**src/logic/wce_pkg.sv**
```systemverilog
`default_nettype none
package wce_pkg;
  // Sample and channel geometry
  localparam int WCE_DATA_W = 12;
  localparam int WCE_CHAN_N = 2;
  localparam int WCE_CHAN_W = 1;
  localparam int WCE_BUF_DEPTH = 16;
  // Consecutive-hit field and counter widths
  localparam int WCE_CNT_FIELD_W = 4;
  localparam int WCE_HIT_W = 5;
  // Threshold assembly widths
  localparam int WCE_BYTE_W = 8;
  localparam int WCE_NIBBLE_W = 4;
  // Codes with special meaning at the window edges
  localparam logic [WCE_DATA_W-1:0] WCE_FULL_SCALE = 12'hFFF;
  localparam logic [WCE_DATA_W-1:0] WCE_ZERO_CODE = 12'h000;
  // Hit counter reset and increment values
  localparam logic [WCE_HIT_W-1:0] WCE_HIT_RESET = 5'h00;
  localparam logic [WCE_HIT_W-1:0] WCE_HIT_ONE = 5'h01;

  typedef enum logic {
    WCE_MODE_PRE,
    WCE_MODE_POST
  } wce_mode_t;

  typedef enum logic [2:0] {
    WCE_ST_OFF,
    WCE_ST_PRE,
    WCE_ST_WAIT,
    WCE_ST_FILL,
    WCE_ST_DONE
  } wce_state_t;
endpackage
`default_nettype wire

```
**src/logic/wce_buf_if.sv**
```systemverilog
`timescale 1ns/100ps
`default_nettype none
interface wce_buf_if #(
  parameter int WIDTH = 12
);
  logic wr_valid;
  logic wr_ready;
  logic [WIDTH-1:0] wr_data;
  logic full;
  logic rd_valid;
  logic rd_ready;
  logic [WIDTH-1:0] rd_data;
  logic rd_data_valid;
  logic flush;

  modport ctrl (
    output wr_valid, wr_data, rd_ready, flush,
    input wr_ready, full, rd_valid, rd_data, rd_data_valid
  );
  modport store (
    input wr_valid, wr_data, rd_ready, flush,
    output wr_ready, full, rd_valid, rd_data, rd_data_valid
  );
endinterface
`default_nettype wire

```
**src/logic/wce_fifo.sv**
```systemverilog
`timescale 1ns/100ps
`default_nettype none
module wce_fifo #(
  parameter int WIDTH = 12,
  parameter int DEPTH = 16
) (
  input wire logic clk,
  input wire logic rst_n,
  wce_buf_if.store bus
);
  localparam int AW = $clog2(DEPTH);

  // Depth must be a power of two so the pointers wrap by themselves
  if (DEPTH < 2 || (DEPTH & (DEPTH - 1)) != 0) begin : g_bad_depth
    $error("wce_fifo: DEPTH must be a power of two of at least 2");
  end

  logic [WIDTH-1:0] mem_q [DEPTH];
  logic [AW-1:0] wr_ptr_q, wr_ptr_d, rd_ptr_q, rd_ptr_d;
  logic [AW:0] count_q, count_d;
  logic full_q, full_d, nempty_q, nempty_d;
  logic [WIDTH-1:0] rd_data_q, rd_data_d;
  logic rd_dv_q, rd_dv_d;
  logic push, pop;

  // A full store still accepts a word when the oldest leaves in the same cycle
  assign bus.wr_ready = !full_q || bus.rd_ready;
  assign bus.full = full_q;
  assign bus.rd_valid = nempty_q;
  assign bus.rd_data = rd_data_q;
  assign bus.rd_data_valid = rd_dv_q;
  assign push = bus.wr_valid && bus.wr_ready;
  assign pop = bus.rd_valid && bus.rd_ready;

  // Pointer, level and read-register next values
  always_comb begin
    wr_ptr_d = wr_ptr_q;
    rd_ptr_d = rd_ptr_q;
    count_d = count_q;
    rd_data_d = rd_data_q;
    rd_dv_d = pop;
    if (pop) begin
      rd_data_d = mem_q[rd_ptr_q];
      rd_ptr_d = rd_ptr_q + AW'(1);
    end
    if (push) begin
      wr_ptr_d = wr_ptr_q + AW'(1);
    end
    if (push && !pop) begin
      count_d = count_q + (AW+1)'(1);
    end else if (pop && !push) begin
      count_d = count_q - (AW+1)'(1);
    end
    if (bus.flush) begin
      wr_ptr_d = '0;
      rd_ptr_d = '0;
      count_d = '0;
    end
    full_d = (count_d == (AW+1)'(DEPTH));
    nempty_d = (count_d != '0);
  end

  // State registers
  always_ff @(posedge clk) begin
    if (!rst_n) begin
      wr_ptr_q <= '0;
      rd_ptr_q <= '0;
      count_q <= '0;
      full_q <= 1'b0;
      nempty_q <= 1'b0;
      rd_data_q <= '0;
      rd_dv_q <= 1'b0;
    end else begin
      wr_ptr_q <= wr_ptr_d;
      rd_ptr_q <= rd_ptr_d;
      count_q <= count_d;
      full_q <= full_d;
      nempty_q <= nempty_d;
      rd_data_q <= rd_data_d;
      rd_dv_q <= rd_dv_d;
    end
  end

  // Storage array
  always_ff @(posedge clk) begin
    if (push) begin
      mem_q[wr_ptr_q] <= bus.wr_data;
    end
  end
endmodule
`default_nettype wire

```
**src/logic/wce_window_capture.sv**
```systemverilog
`timescale 1ns/100ps
`default_nettype none
module wce_window_capture #(
  parameter int DEPTH = wce_pkg::WCE_BUF_DEPTH
) (
  input wire logic CLK,
  input wire logic RST_N,
  input wire logic SAMPLE_VALID,
  input wire logic [wce_pkg::WCE_DATA_W-1:0] SAMPLE_DATA,
  input wire logic [wce_pkg::WCE_CHAN_W-1:0] SAMPLE_CHAN,
  input wire logic WINDOW_COMPARE_ENABLE,
  input wire logic CHAN0_EVENT_ENABLE,
  input wire logic CHAN1_EVENT_ENABLE,
  input wire logic [wce_pkg::WCE_CNT_FIELD_W-1:0] CONSECUTIVE_HIT_COUNT,
  input wire logic [wce_pkg::WCE_BYTE_W-1:0] CHAN0_UPPER_BOUND_LOW_BYTE,
  input wire logic [wce_pkg::WCE_NIBBLE_W-1:0] CHAN0_UPPER_BOUND_HIGH_NIBBLE,
  input wire logic [wce_pkg::WCE_BYTE_W-1:0] CHAN0_LOWER_BOUND_LOW_BYTE,
  input wire logic [wce_pkg::WCE_NIBBLE_W-1:0] CHAN0_LOWER_BOUND_HIGH_NIBBLE,
  input wire logic [wce_pkg::WCE_BYTE_W-1:0] CHAN1_UPPER_BOUND_LOW_BYTE,
  input wire logic [wce_pkg::WCE_NIBBLE_W-1:0] CHAN1_UPPER_BOUND_HIGH_NIBBLE,
  input wire logic [wce_pkg::WCE_BYTE_W-1:0] CHAN1_LOWER_BOUND_LOW_BYTE,
  input wire logic [wce_pkg::WCE_NIBBLE_W-1:0] CHAN1_LOWER_BOUND_HIGH_NIBBLE,
  input wire wce_pkg::wce_mode_t CAPTURE_MODE,
  input wire logic REARM,
  input wire logic READ_REQ,
  input wire logic ALERT_N_IN,
  output logic ALERT_N_OUT,
  output logic ALERT_N_OE,
  output logic CAPTURE_DONE,
  output logic BUFFER_AVAIL,
  output logic [wce_pkg::WCE_DATA_W-1:0] READ_DATA,
  output logic READ_DATA_VALID
);
  import wce_pkg::*;

  // Capture length is the buffer depth; the counter must reach it
  if (DEPTH != WCE_BUF_DEPTH) begin : g_bad_depth
    $error("wce_window_capture: DEPTH must equal the capture length");
  end

  logic [WCE_DATA_W-1:0] upper [WCE_CHAN_N];
  logic [WCE_DATA_W-1:0] lower [WCE_CHAN_N];
  logic [WCE_CHAN_N-1:0] chan_en, active, filt_d;
  logic [WCE_HIT_W-1:0] need;
  logic alert_q, alert_d, trigger;
  wce_state_t state_q, state_d;
  logic [WCE_HIT_W-1:0] cap_cnt_q, cap_cnt_d;
  logic done_q, done_d, avail_q, avail_d, zero_q, rd_dv_q, rd_dv_d;

  wce_buf_if #(.WIDTH(WCE_DATA_W)) buf_if ();

  // Threshold assembly from byte and nibble fields
  assign upper[0] = {CHAN0_UPPER_BOUND_HIGH_NIBBLE, CHAN0_UPPER_BOUND_LOW_BYTE};
  assign lower[0] = {CHAN0_LOWER_BOUND_HIGH_NIBBLE, CHAN0_LOWER_BOUND_LOW_BYTE};
  assign upper[1] = {CHAN1_UPPER_BOUND_HIGH_NIBBLE, CHAN1_UPPER_BOUND_LOW_BYTE};
  assign lower[1] = {CHAN1_LOWER_BOUND_HIGH_NIBBLE, CHAN1_LOWER_BOUND_LOW_BYTE};
  assign chan_en = {CHAN1_EVENT_ENABLE, CHAN0_EVENT_ENABLE};
  assign active = chan_en & {WCE_CHAN_N{WINDOW_COMPARE_ENABLE}};
  assign need = {1'b0, CONSECUTIVE_HIT_COUNT} + WCE_HIT_ONE;

  // Per-channel comparators and consecutive-hit filters
  for (genvar c = 0; c < WCE_CHAN_N; c++) begin : g_chan
    logic [WCE_HIT_W-1:0] hit_lo_q, hit_lo_d, hit_hi_q, hit_hi_d;
    logic lo_cmp, hi_cmp, this_ch, filt_c;

    // Inclusive compares; 0xFFF or 0x000 bounds leave only the exact code
    assign lo_cmp = (SAMPLE_DATA <= lower[c]);
    assign hi_cmp = (SAMPLE_DATA >= upper[c]);
    assign this_ch = SAMPLE_VALID && (SAMPLE_CHAN == WCE_CHAN_W'(c));

    // Count up to the required run, restart on a miss
    always_comb begin
      hit_lo_d = hit_lo_q;
      hit_hi_d = hit_hi_q;
      if (!active[c]) begin
        hit_lo_d = WCE_HIT_RESET;
        hit_hi_d = WCE_HIT_RESET;
      end else if (this_ch) begin
        hit_lo_d = !lo_cmp ? WCE_HIT_RESET : (hit_lo_q < need) ? hit_lo_q + WCE_HIT_ONE
                 : hit_lo_q;
        hit_hi_d = !hi_cmp ? WCE_HIT_RESET : (hit_hi_q < need) ? hit_hi_q + WCE_HIT_ONE
                 : hit_hi_q;
      end
      filt_c = active[c] && (hit_lo_d >= need || hit_hi_d >= need);
    end

    // One continuous driver per bit of the shared vector
    assign filt_d[c] = filt_c;

    always_ff @(posedge CLK) begin
      if (!RST_N) begin
        hit_lo_q <= WCE_HIT_RESET;
        hit_hi_q <= WCE_HIT_RESET;
      end else begin
        hit_lo_q <= hit_lo_d;
        hit_hi_q <= hit_hi_d;
      end
    end
  end

  // Event is any enabled filtered hit; trigger is the conversion raising it
  assign alert_d = |filt_d;
  assign trigger = SAMPLE_VALID && alert_d && !alert_q;

  // Capture sequencer
  always_comb begin
    state_d = state_q;
    cap_cnt_d = cap_cnt_q;
    buf_if.wr_valid = 1'b0;
    buf_if.wr_data = SAMPLE_DATA;
    buf_if.rd_ready = 1'b0;
    buf_if.flush = 1'b0;
    rd_dv_d = 1'b0;
    case (state_q)
      WCE_ST_OFF: begin
        if (WINDOW_COMPARE_ENABLE) begin
          buf_if.flush = 1'b1;
          cap_cnt_d = WCE_HIT_RESET;
          state_d = (CAPTURE_MODE == WCE_MODE_PRE) ? WCE_ST_PRE : WCE_ST_WAIT;
        end
      end
      WCE_ST_PRE: begin
        if (!WINDOW_COMPARE_ENABLE) begin
          state_d = WCE_ST_OFF;
        end else if (SAMPLE_VALID) begin
          buf_if.wr_valid = 1'b1;
          buf_if.rd_ready = buf_if.full; // Drop oldest to keep a rolling window
          if (trigger) begin
            state_d = WCE_ST_DONE;
          end
        end
      end
      WCE_ST_WAIT: begin
        if (!WINDOW_COMPARE_ENABLE) begin
          state_d = WCE_ST_OFF;
        end else if (trigger) begin
          buf_if.wr_valid = 1'b1;
          cap_cnt_d = WCE_HIT_ONE;
          state_d = WCE_ST_FILL;
        end
      end
      WCE_ST_FILL: begin
        if (!WINDOW_COMPARE_ENABLE) begin
          state_d = WCE_ST_OFF;
        end else if (SAMPLE_VALID) begin
          buf_if.wr_valid = 1'b1;
          if (buf_if.wr_ready) begin
            cap_cnt_d = cap_cnt_q + WCE_HIT_ONE;
            if (cap_cnt_d == WCE_HIT_W'(DEPTH)) begin
              state_d = WCE_ST_DONE;
            end
          end
        end
      end
      WCE_ST_DONE: begin
        buf_if.rd_ready = READ_REQ;
        rd_dv_d = READ_REQ && buf_if.rd_valid; // Host pops only, never rolling drops
        if (REARM) begin
          state_d = WCE_ST_OFF;
        end
      end
      default: begin
        state_d = WCE_ST_OFF;
      end
    endcase
    done_d = (state_d == WCE_ST_DONE);
    avail_d = done_d && buf_if.rd_valid;
  end

  // Sequencer, event and output registers
  always_ff @(posedge CLK) begin
    if (!RST_N) begin
      state_q <= WCE_ST_OFF;
      cap_cnt_q <= WCE_HIT_RESET;
      alert_q <= 1'b0;
      done_q <= 1'b0;
      avail_q <= 1'b0;
      zero_q <= 1'b0;
      rd_dv_q <= 1'b0;
    end else begin
      state_q <= state_d;
      cap_cnt_q <= cap_cnt_d;
      alert_q <= alert_d;
      done_q <= done_d;
      avail_q <= avail_d;
      zero_q <= 1'b0;
      rd_dv_q <= rd_dv_d;
    end
  end

  // Open drain: pin only ever driven low, enable carries the event
  assign ALERT_N_OUT = zero_q;
  assign ALERT_N_OE = alert_q;
  assign CAPTURE_DONE = done_q;
  assign BUFFER_AVAIL = avail_q;
  assign READ_DATA = buf_if.rd_data;
  assign READ_DATA_VALID = rd_dv_q;

  wce_fifo #(
    .WIDTH(WCE_DATA_W),
    .DEPTH(DEPTH)
  ) u_buf (
    .clk(CLK),
    .rst_n(RST_N),
    .bus(buf_if)
  );
endmodule
`default_nettype wire

```
**config.mk**
```make
export PLATFORM = sky130hd
export DESIGN_NAME = wce_window_capture
export DESIGN_NICKNAME = d
export VERILOG_FILES = /design/src/logic/wce_pkg.sv /design/src/logic/wce_buf_if.sv /design/src/logic/wce_fifo.sv /design/src/logic/wce_window_capture.sv
export SDC_FILE = /design/constraint.sdc
export NUM_CORES = 1
export LEC_CHECK = 0
export ABC_AREA = 0
export BUFFER_PORTS_ARGS = -buffer_cell sky130_fd_sc_hd__buf_2
export CORE_UTILIZATION = 39
export CTS_BUF_LIST = sky130_fd_sc_hd__clkbuf_16
export CTS_CLUSTER_SIZE = 16
export DETAILED_ROUTE_END_ITERATION = 8
export GPL_ROUTABILITY_DRIVEN = 0
export HOLD_SLACK_MARGIN = 0.02
export PLACE_DENSITY_LB_ADDON = 0.05
export SLEW_MARGIN = 25
export SYNTH_ARGS = -nofsm -noshare
export SYNTH_HDL_FRONTEND = slang
export SYNTH_SLANG_ARGS = --single-unit
```
**constraint.sdc**
```tcl
create_clock -name CLK -period 9.4 [get_ports CLK]
set_input_delay 1.41 -clock CLK [delete_from_list [all_inputs] [get_ports CLK]]
set_output_delay 1.41 -clock CLK [all_outputs]
set_load 0.01 [all_outputs]
```
## After elaboration in Yosys (flattened, before gate mapping)

Memory sizes are Yosys's and may differ from the RTL's. A register that Yosys moved wholly into a read port is not among the register bits.
Index checks and enable logic that the tools add are counted.

- Bitwise logic cells: 3
- Add/subtract/negate cells: 10
- Equality and inequality tests: 13
- Reductions and logical operators: 28
- Multiplexer cells: 51
- $lt $le $gt $ge: 12

Operators with widths:

| kind | number |
|---|---|
| 5-bit two-way mux | 25 |
| 3-bit two-way mux | 11 |
| 5-bit by 1-bit adder with 5-bit output (second input constant) | 6 |
| 12-bit greater-or-equal comparator | 2 |
| 12-bit <= comparator | 2 |
| 5-bit greater-or-equal comparator | 4 |
| 5-bit less-than comparator | 4 |
| 3-bit one-hot mux with 5 select lines | 1 |
| 5-bit one-hot mux with 3 select lines | 1 |
| 1-bit logical AND | 12 |
| 5-bit equality test (second input constant) | 2 |
| 1-bit two-way mux | 10 |
| 2-bit inequality test (second input constant) | 5 |
| 4-bit by 1-bit adder with 4-bit output (second input constant) | 2 |
| 7-bit AND reduction | 1 |
| 3-bit by 2-bit equality test with 1-bit output (second input constant) | 2 |
| 3-bit equality test (second input constant) | 2 |
| 2-bit OR reduction | 3 |
| 4-bit by 1-bit adder with 5-bit output (second input constant) | 1 |
| 1-bit logical NOT | 5 |
| 5-bit nonzero test | 1 |
| 5-bit by 1-bit subtractor with 5-bit output (second input constant) | 1 |
| 1-bit one-hot mux with 2 select lines | 2 |
| 3-bit by 1-bit equality test with 1-bit output (second input constant) | 1 |
| other kinds (8) | 11 |

- RAM bits: 192
- Logic and storage cells: 133
- Memories: 1
- Input bits: 75
- Output and inout bits: 17
- Flip-flop bits (word level): 47

Memory list:

| name | depth | width | read ports | clocked after Yosys merged registers in | wr ports | RTL line | source |
|---|---|---|---|---|---|---|---|
| u_buf.mem_q | 16 | 12 | 1 | 1 | 1 | wce_fifo.sv:18 | `logic [WIDTH-1:0] mem_q [DEPTH];` |

## Longest topological paths before layout

- Depth after elaboration: 22
- Depth in mapped cells: 23
- Gate-level depth less buffers: 22

## By module

From an unflattened synthesis, not the netlist that was laid out.

- Cells, all modules: 910
- Area, all modules: 12218.0 um^2

Modules (own cells, without submodules):

| module | area each (um^2) | cells an instance | seq. area each (um^2) | instances |
|---|---|---|---|---|
| wce_fifo | 8483.1 | 442 | 6326.1 | 1 |
| wce_window_capture | 3734.8 | 468 | 640.6 | 1 |

## Worst setup path after synthesis

Ideal clock, no wire load.

- Path kind: input to register
- From: in CONSECUTIVE_HIT_COUNT[0] in the netlist's numbering
- To: mem u_buf.mem_q[3][0], enable pin
- Slack: 2773 ps
- Setup time: 396 ps
- Buffers on the path: 1
- Stages on the path: 22
- Arrival: 6231 ps
- Path through: ha_1 -> inv_1 -> ha_1 -> o21a_1 -> o21ai_0 -> a21oi_1 -> maj3_1 -> a211oi_1 -> nand4_1 -> xor2_1 -> nor2_1 -> ha_1 -> nand2_1 -> o21bai_1 -> a21oi_1 -> o22ai_1 -> and4b_1 -> a211oi_4 -> nand2b_1 -> buf_2 -> nand2_1 -> nor3_1

- Cells in the longest elaborated chain, start to end: 18
- Elaborated cells on any way between the ends: 38

Ends and longest elaborated chain:

| what | RTL line | source |
|---|---|---|
| start, declared | wce_window_capture.sv:14 | `input wire logic [wce_pkg::WCE_CNT_FIELD_W-1:0] CONSECUTIVE_HIT_COUNT,` |
| 4-bit by 1-bit adder with 5-bit output | wce_window_capture.sv:59 | `assign need = {1'b0, CONSECUTIVE_HIT_COUNT} + WCE_HIT_ONE;` |
| 5-bit less-than comparator | wce_window_capture.sv:81 | `hit_hi_d = !hi_cmp ? WCE_HIT_RESET : (hit_hi_q < need) ? hit_hi_q + WCE_HIT_ONE` |
| 5-bit two-way mux (2 in series) | wce_window_capture.sv:81 |  |
| 5-bit two-way mux | wce_window_capture.sv:78 | `end else if (this_ch) begin` |
| 5-bit two-way mux | wce_window_capture.sv:75 | `if (!active[c]) begin` |
| via g_chan[0].hit_hi_d[3] | wce_window_capture.sv:63 | `logic [WCE_HIT_W-1:0] hit_lo_q, hit_lo_d, hit_hi_q, hit_hi_d;` |
| 5-bit greater-or-equal comparator | wce_window_capture.sv:84 | `filt_c = active[c] && (hit_lo_d >= need \|\| hit_hi_d >= need);` |
| 1-bit logical OR | wce_window_capture.sv:84 |  |
| 1-bit logical AND | wce_window_capture.sv:84 |  |
| 2-bit OR reduction | wce_window_capture.sv:102 | `assign alert_d = \|filt_d;` |
| 1-bit logical AND (2 in series) | wce_window_capture.sv:103 | `assign trigger = SAMPLE_VALID && alert_d && !alert_q;` |
| 1-bit two-way mux | wce_window_capture.sv:136 | `end else if (trigger) begin` |
| 1-bit two-way mux | wce_window_capture.sv:134 | `if (!WINDOW_COMPARE_ENABLE) begin` |
| 1-bit one-hot mux with 2 select lines | wce_window_capture.sv:114 | `case (state_q)` |
| 1-bit logical AND | wce_fifo.sv:32 | `assign push = bus.wr_valid && bus.wr_ready;` |
| 1-bit two-way mux | wce_fifo.sv:86 | `if (push) begin` |
| 1-bit two-way mux (implied by the code) | wce_fifo.sv:87 | `mem_q[wr_ptr_q] <= bus.wr_data;` |
| end, declared | wce_fifo.sv:18 |  |

The timed path passes the listed nets, and every way through them passes these cells.

## Worst setup path after layout

- From: in CONSECUTIVE_HIT_COUNT[0] in the netlist's numbering
- To: mem u_buf.mem_q[12][9], enable pin

- Cells in the longest elaborated chain, start to end: 18
- Elaborated cells on any way between the ends: 38

Ends and longest elaborated chain:

| what | RTL line | source |
|---|---|---|
| 4-bit by 1-bit adder with 5-bit output | wce_window_capture.sv:59 |  |
| 5-bit less-than comparator | wce_window_capture.sv:79 | `hit_lo_d = !lo_cmp ? WCE_HIT_RESET : (hit_lo_q < need) ? hit_lo_q + WCE_HIT_ONE` |
| 5-bit two-way mux (2 in series) | wce_window_capture.sv:79 |  |
| 5-bit two-way mux | wce_window_capture.sv:78 |  |
| 5-bit two-way mux | wce_window_capture.sv:75 |  |
| via g_chan[0].hit_lo_d[4] | wce_window_capture.sv:63 |  |
| 5-bit greater-or-equal comparator | wce_window_capture.sv:84 |  |
| 1-bit logical OR | wce_window_capture.sv:84 |  |
| 1-bit logical AND | wce_window_capture.sv:84 |  |
| 2-bit OR reduction | wce_window_capture.sv:102 |  |
| 1-bit logical AND (2 in series) | wce_window_capture.sv:103 |  |
| 1-bit two-way mux | wce_window_capture.sv:136 |  |
| 1-bit two-way mux | wce_window_capture.sv:134 |  |
| 1-bit one-hot mux with 2 select lines | wce_window_capture.sv:114 |  |
| 1-bit logical AND | wce_fifo.sv:32 |  |
| 1-bit two-way mux | wce_fifo.sv:86 |  |
| 1-bit two-way mux (implied by the code) | wce_fifo.sv:87 |  |

The timed path passes the listed nets, and every way through them passes these cells.

==> insert_results.sql <==
INSERT INTO impl_metrics (metric_group, metric, value, unit) VALUES
('cells_and_area', 'layout-area-overhead-vs-synth', '15.39', '%'),
('routing', 'detail_route.drc_violations', '0', ''),
('cts', 'cts_setup_buffers', '0', ''),
('worst_setup_path', 'launch_point_of_the_worst_reg_to_reg_path', 'g_chan[0].hit_hi_q[1]', ''),
('cells_and_area', 'layout.cells.most_common', 'sky130_fd_sc_hd__edfxtp_1', ''),
('die', 'die_area', '31890', 'um^2'),
('timing', 'fin_crit', '7.037', 'ns'),
('routing', 'viasPerCell', '5.304', ''),
('cts', 'clock-sinks', '251', ''),
('place', 'dpl.hpwl', '19760', 'um'),
('worst_setup_path', 'endpoint_kind_of_the_worst_setup_timing_path', 'flop', ''),
('yosys', 'sequential_fraction_of_the_synthesis_area', '57.13', '%'),
('routing', 'antenna_violating_nets_post_route', '0', ''),
('routing', 'avgRoutedWirePerCell', '19.86', 'um'),
('die', 'die_h', '178.6', 'um'),
('cells_and_area', 'antennaDiodeCount', '0', ''),
('die', 'core', '30670', 'um^2'),
('yosys', 'yosys.area.top_type_share', '47.42', '%'),
('routing', 'total_number_of_vias', '7590', ''),
('die', 'die_outline_width', '178.6', 'um'),
('yosys', 'synth_area_leaders', 'sky130_fd_sc_hd__edfxtp_1 47%, sky130_fd_sc_hd__mux4_2 11%, sky130_fd_sc_hd__dfxtp_1 9.7%, sky130_fd_sc_hd__ha_1 8.8%, sky130_fd_sc_hd__nor2_1 2.1%', ''),
('global_routing', 'grt_antenna_before_repair', '1', ''),
('yosys', 'synth_async_sr_flop_share', '0', '%'),
('routing', 'drt_first_pass_iters', '5', ''),
('timing', 'skew', '0.04102', 'ns'),
('worst_setup_path', 'critical_path.startpoint_type', 'input pin', ''),
('die', 'ios', '92', ''),
('yosys', 'syn-cell-area', '12160', 'um^2'),
('yosys', 'synth_cell_type_count', '63', ''),
('worst_hold_path', 'holdCritStartpoint', 'u_buf.bus.rd_data[1]', ''),
('place', 'numPlacedInstances', '1380', ''),
('power_and_ir_drop', 'design_power_total', '2.377', 'mW'),
('worst_hold_path', 'min_delay_worst_endpoint', 'u_buf.bus.rd_data[1]', ''),
('status', 'status', 'completed', ''),
('yosys', 'synth-warning-count', '0', ''),
('timing', 'fin_ws', '2.363', 'ns'),
('yosys', 'synth_top_area_cell', 'sky130_fd_sc_hd__edfxtp_1', ''),
('yosys', 'syn-num-nets', '1070', ''),
('worst_hold_path', 'whs_path_depth', '2', ''),
('yosys', 'ys_dominant_reg_cell', 'sky130_fd_sc_hd__edfxtp_1', ''),
('yosys', 'post_synthesis_cell_count', '909', ''),
('yosys', 'number_of_enable_type_register_cells_in_the_synthesized_netlist', '192', ''),
('cts', 'cts.htree.levels', '1', ''),
('routing', 'detailedRoute.firstIterationViolations', '409', ''),
('timing', 'setup_total_negative_slack', '0', 'ns'),
('place', 'detailedPlace.worstSlack', '1.798', 'ns'),
('cts', 'clk-insertion-delay-late', '0.56', 'ns'),
('worst_setup_path', 'required_arrival_time_at_the_worst_endpoint', '9.63', 'ns'),
('global_routing', 'first_global_vias', '7605', ''),
('global_routing', 'grt.overflow.total', '0', ''),
('power_and_ir_drop', 'static-leakage-power', '5.061', 'nW'),
('timing', 'post-route-period-util', '74.86', '%'),
('cells_and_area', 'finish.cell_count_without_fillers', '1431', ''),
('cells_and_area', 'finalNetCount', '1175', ''),
('worst_setup_path', 'crit_reg_reg_endpoint', 'u_buf.mem_q[12][9]', ''),
('worst_setup_path', 'arrival', '7.27', 'ns'),
('die', 'initial_core_util', '39.65', '%'),
('timing', 'slew_violations', '0', ''),
('power_and_ir_drop', 'power.density', '169.4', 'nW/um^2'),
('yosys', 'post_synth.cell_area_avg', '13.38', 'um^2'),
('worst_setup_path', 'setup.worst_path.class', 'in2reg', ''),
('place', 'buffer_ports.inserted', '89', ''),
('global_routing', 'grt_pass1_wl', '44230', 'um'),
('routing', 'drt_wl_total', '28420', 'um'),
('cells_and_area', 'mostFrequentLayoutCells', '192 x sky130_fd_sc_hd__edfxtp_1, 89 x sky130_fd_sc_hd__buf_2, 86 x sky130_fd_sc_hd__ha_1, 68 x sky130_fd_sc_hd__nor2_1, 67 x sky130_fd_sc_hd__nand2_1', ''),
('cts', 'cts_tree', 'built', ''),
('timing', 'rsz_0062_raised_after_global_routing', 'no', ''),
('cts', 'clock-root-buffer', 'sky130_fd_sc_hd__clkbuf_16', ''),
('die', 'rows', '64', ''),
('yosys', 'synth_seq_cells', '251', ''),
('cts', 'tritoncts.num_buffers', '28', '');
-- worst max-delay path, stage by stage --
cell and delay, ns:
sky130_fd_sc_hd__buf_2 0.21, sky130_fd_sc_hd__ha_1 0.25, sky130_fd_sc_hd__nand3_1 0.41, sky130_fd_sc_hd__ha_1 0.47, sky130_fd_sc_hd__nand2_1 0.09, sky130_fd_sc_hd__o21bai_1 0.10
sky130_fd_sc_hd__o22ai_1 0.13, sky130_fd_sc_hd__nor4_1 0.65, sky130_fd_sc_hd__nand4_1 0.21, sky130_fd_sc_hd__xor2_1 0.23, sky130_fd_sc_hd__nor2_1 0.07, sky130_fd_sc_hd__ha_1 0.33
sky130_fd_sc_hd__nand2_1 0.07, sky130_fd_sc_hd__o31ai_1 0.23, sky130_fd_sc_hd__a21oi_1 0.07, sky130_fd_sc_hd__o22ai_1 0.13, sky130_fd_sc_hd__and4b_1 0.29, sky130_fd_sc_hd__a211oi_4 0.42
sky130_fd_sc_hd__nand2b_1 0.37, sky130_fd_sc_hd__nand2_1 0.20, sky130_fd_sc_hd__nor2_1 0.62, sky130_fd_sc_hd__buf_4 0.31
-- cells by family after synthesis --
family	count (synthesis)	share of synthesized area (%)
simple gates	253	10.19
fa+ha+maj	87	8.932
mux	65	11.53
buf+inv	90	2.820
compound gates	138	7.646
other cells	1	0.03084
flops	251	57.13
xor+xnor	24	1.729
-- cell usage after synthesis (all sizes together) (11+ instances only) --
master / n
a211oi: 14
a21oi: 41
clkbuf: 24
dfxtp: 59
edfxtp: 192
ha: 86
inv: 59
mux4: 60
nand2: 67
nand2b: 13
nand3: 12
nand4: 19
nor2: 69
nor3: 31
o21a: 14
o21ai: 21
xnor2: 11
xor2: 13
-- power by group --
part	internal (mW)	switching [mW]
logic	0.0490	0.0859
clock network	0.599	0.447
registers	1.19	0.00281
-- sequential cells by signal (all words and copies together), names as in the netlist, 3 cells and up --
| signal | flops |
|---|---|
| u_buf.mem_q | 192 |
| u_buf.bus.rd_data | 12 |
| g_chan.hit_hi_q | 10 |
| g_chan.hit_lo_q | 10 |
| cap_cnt_q | 5 |
| u_buf.count_q | 5 |
| u_buf.rd_ptr_q | 4 |
| u_buf.wr_ptr_q | 4 |
| state_q | 3 |
-- layer usage --
metal / GRT usage (%) / up-vias / wire, um
met5: 0 / - / 10
met4: 3.001 / 2 / 301
met3: 2.813 / 23 / 1194
met2: 30.47 / 153 / 13440
met1: 26.18 / 3726 / 13470
li1: - / 3686 / -
-- final cells by class --
cell class                      count  area, um^2
Tap cell                          396       495.5
Sequential cell                   251        6955
Fill cell                        2773       16640
Multi-Input combinational cell    568        4896
Clock buffer                       28       700.7
Clock inverter                     23       188.9
Timing Repair Buffer              106       573.1
Inverter                           59       221.5
-- metrics by stage --
| step | hold slack (ns) | utilization (%) |
|---|---|---|
| after CTS | 0.4530 | 45.74 |
| after global placement | 0.4411 | 42.83 |
| after global routing | 0.4791 | 45.75 |
| after detailed placement | 0.4445 | 42.84 |
| final | 0.4511 | 45.75 |
| after floorplan | 0.4609 | - |
-- worst max-delay path by stage --
stage | to | startpoint | slack [ns]
floorplan | u_buf.mem_q[3][0] | CONSECUTIVE_HIT_COUNT[0] | 2.77
global placement | u_buf.mem_q[15][2] | CONSECUTIVE_HIT_COUNT[0] | 1.72
detailed placement | u_buf.mem_q[0][5] | CONSECUTIVE_HIT_COUNT[0] | 1.80
CTS | u_buf.mem_q[12][9] | CONSECUTIVE_HIT_COUNT[0] | 2.34
global route | u_buf.mem_q[0][9] | CONSECUTIVE_HIT_COUNT[0] | 1.74
finish | u_buf.mem_q[12][9] | CONSECUTIVE_HIT_COUNT[0] | 2.36
Power figures use the tool's default switching activity.
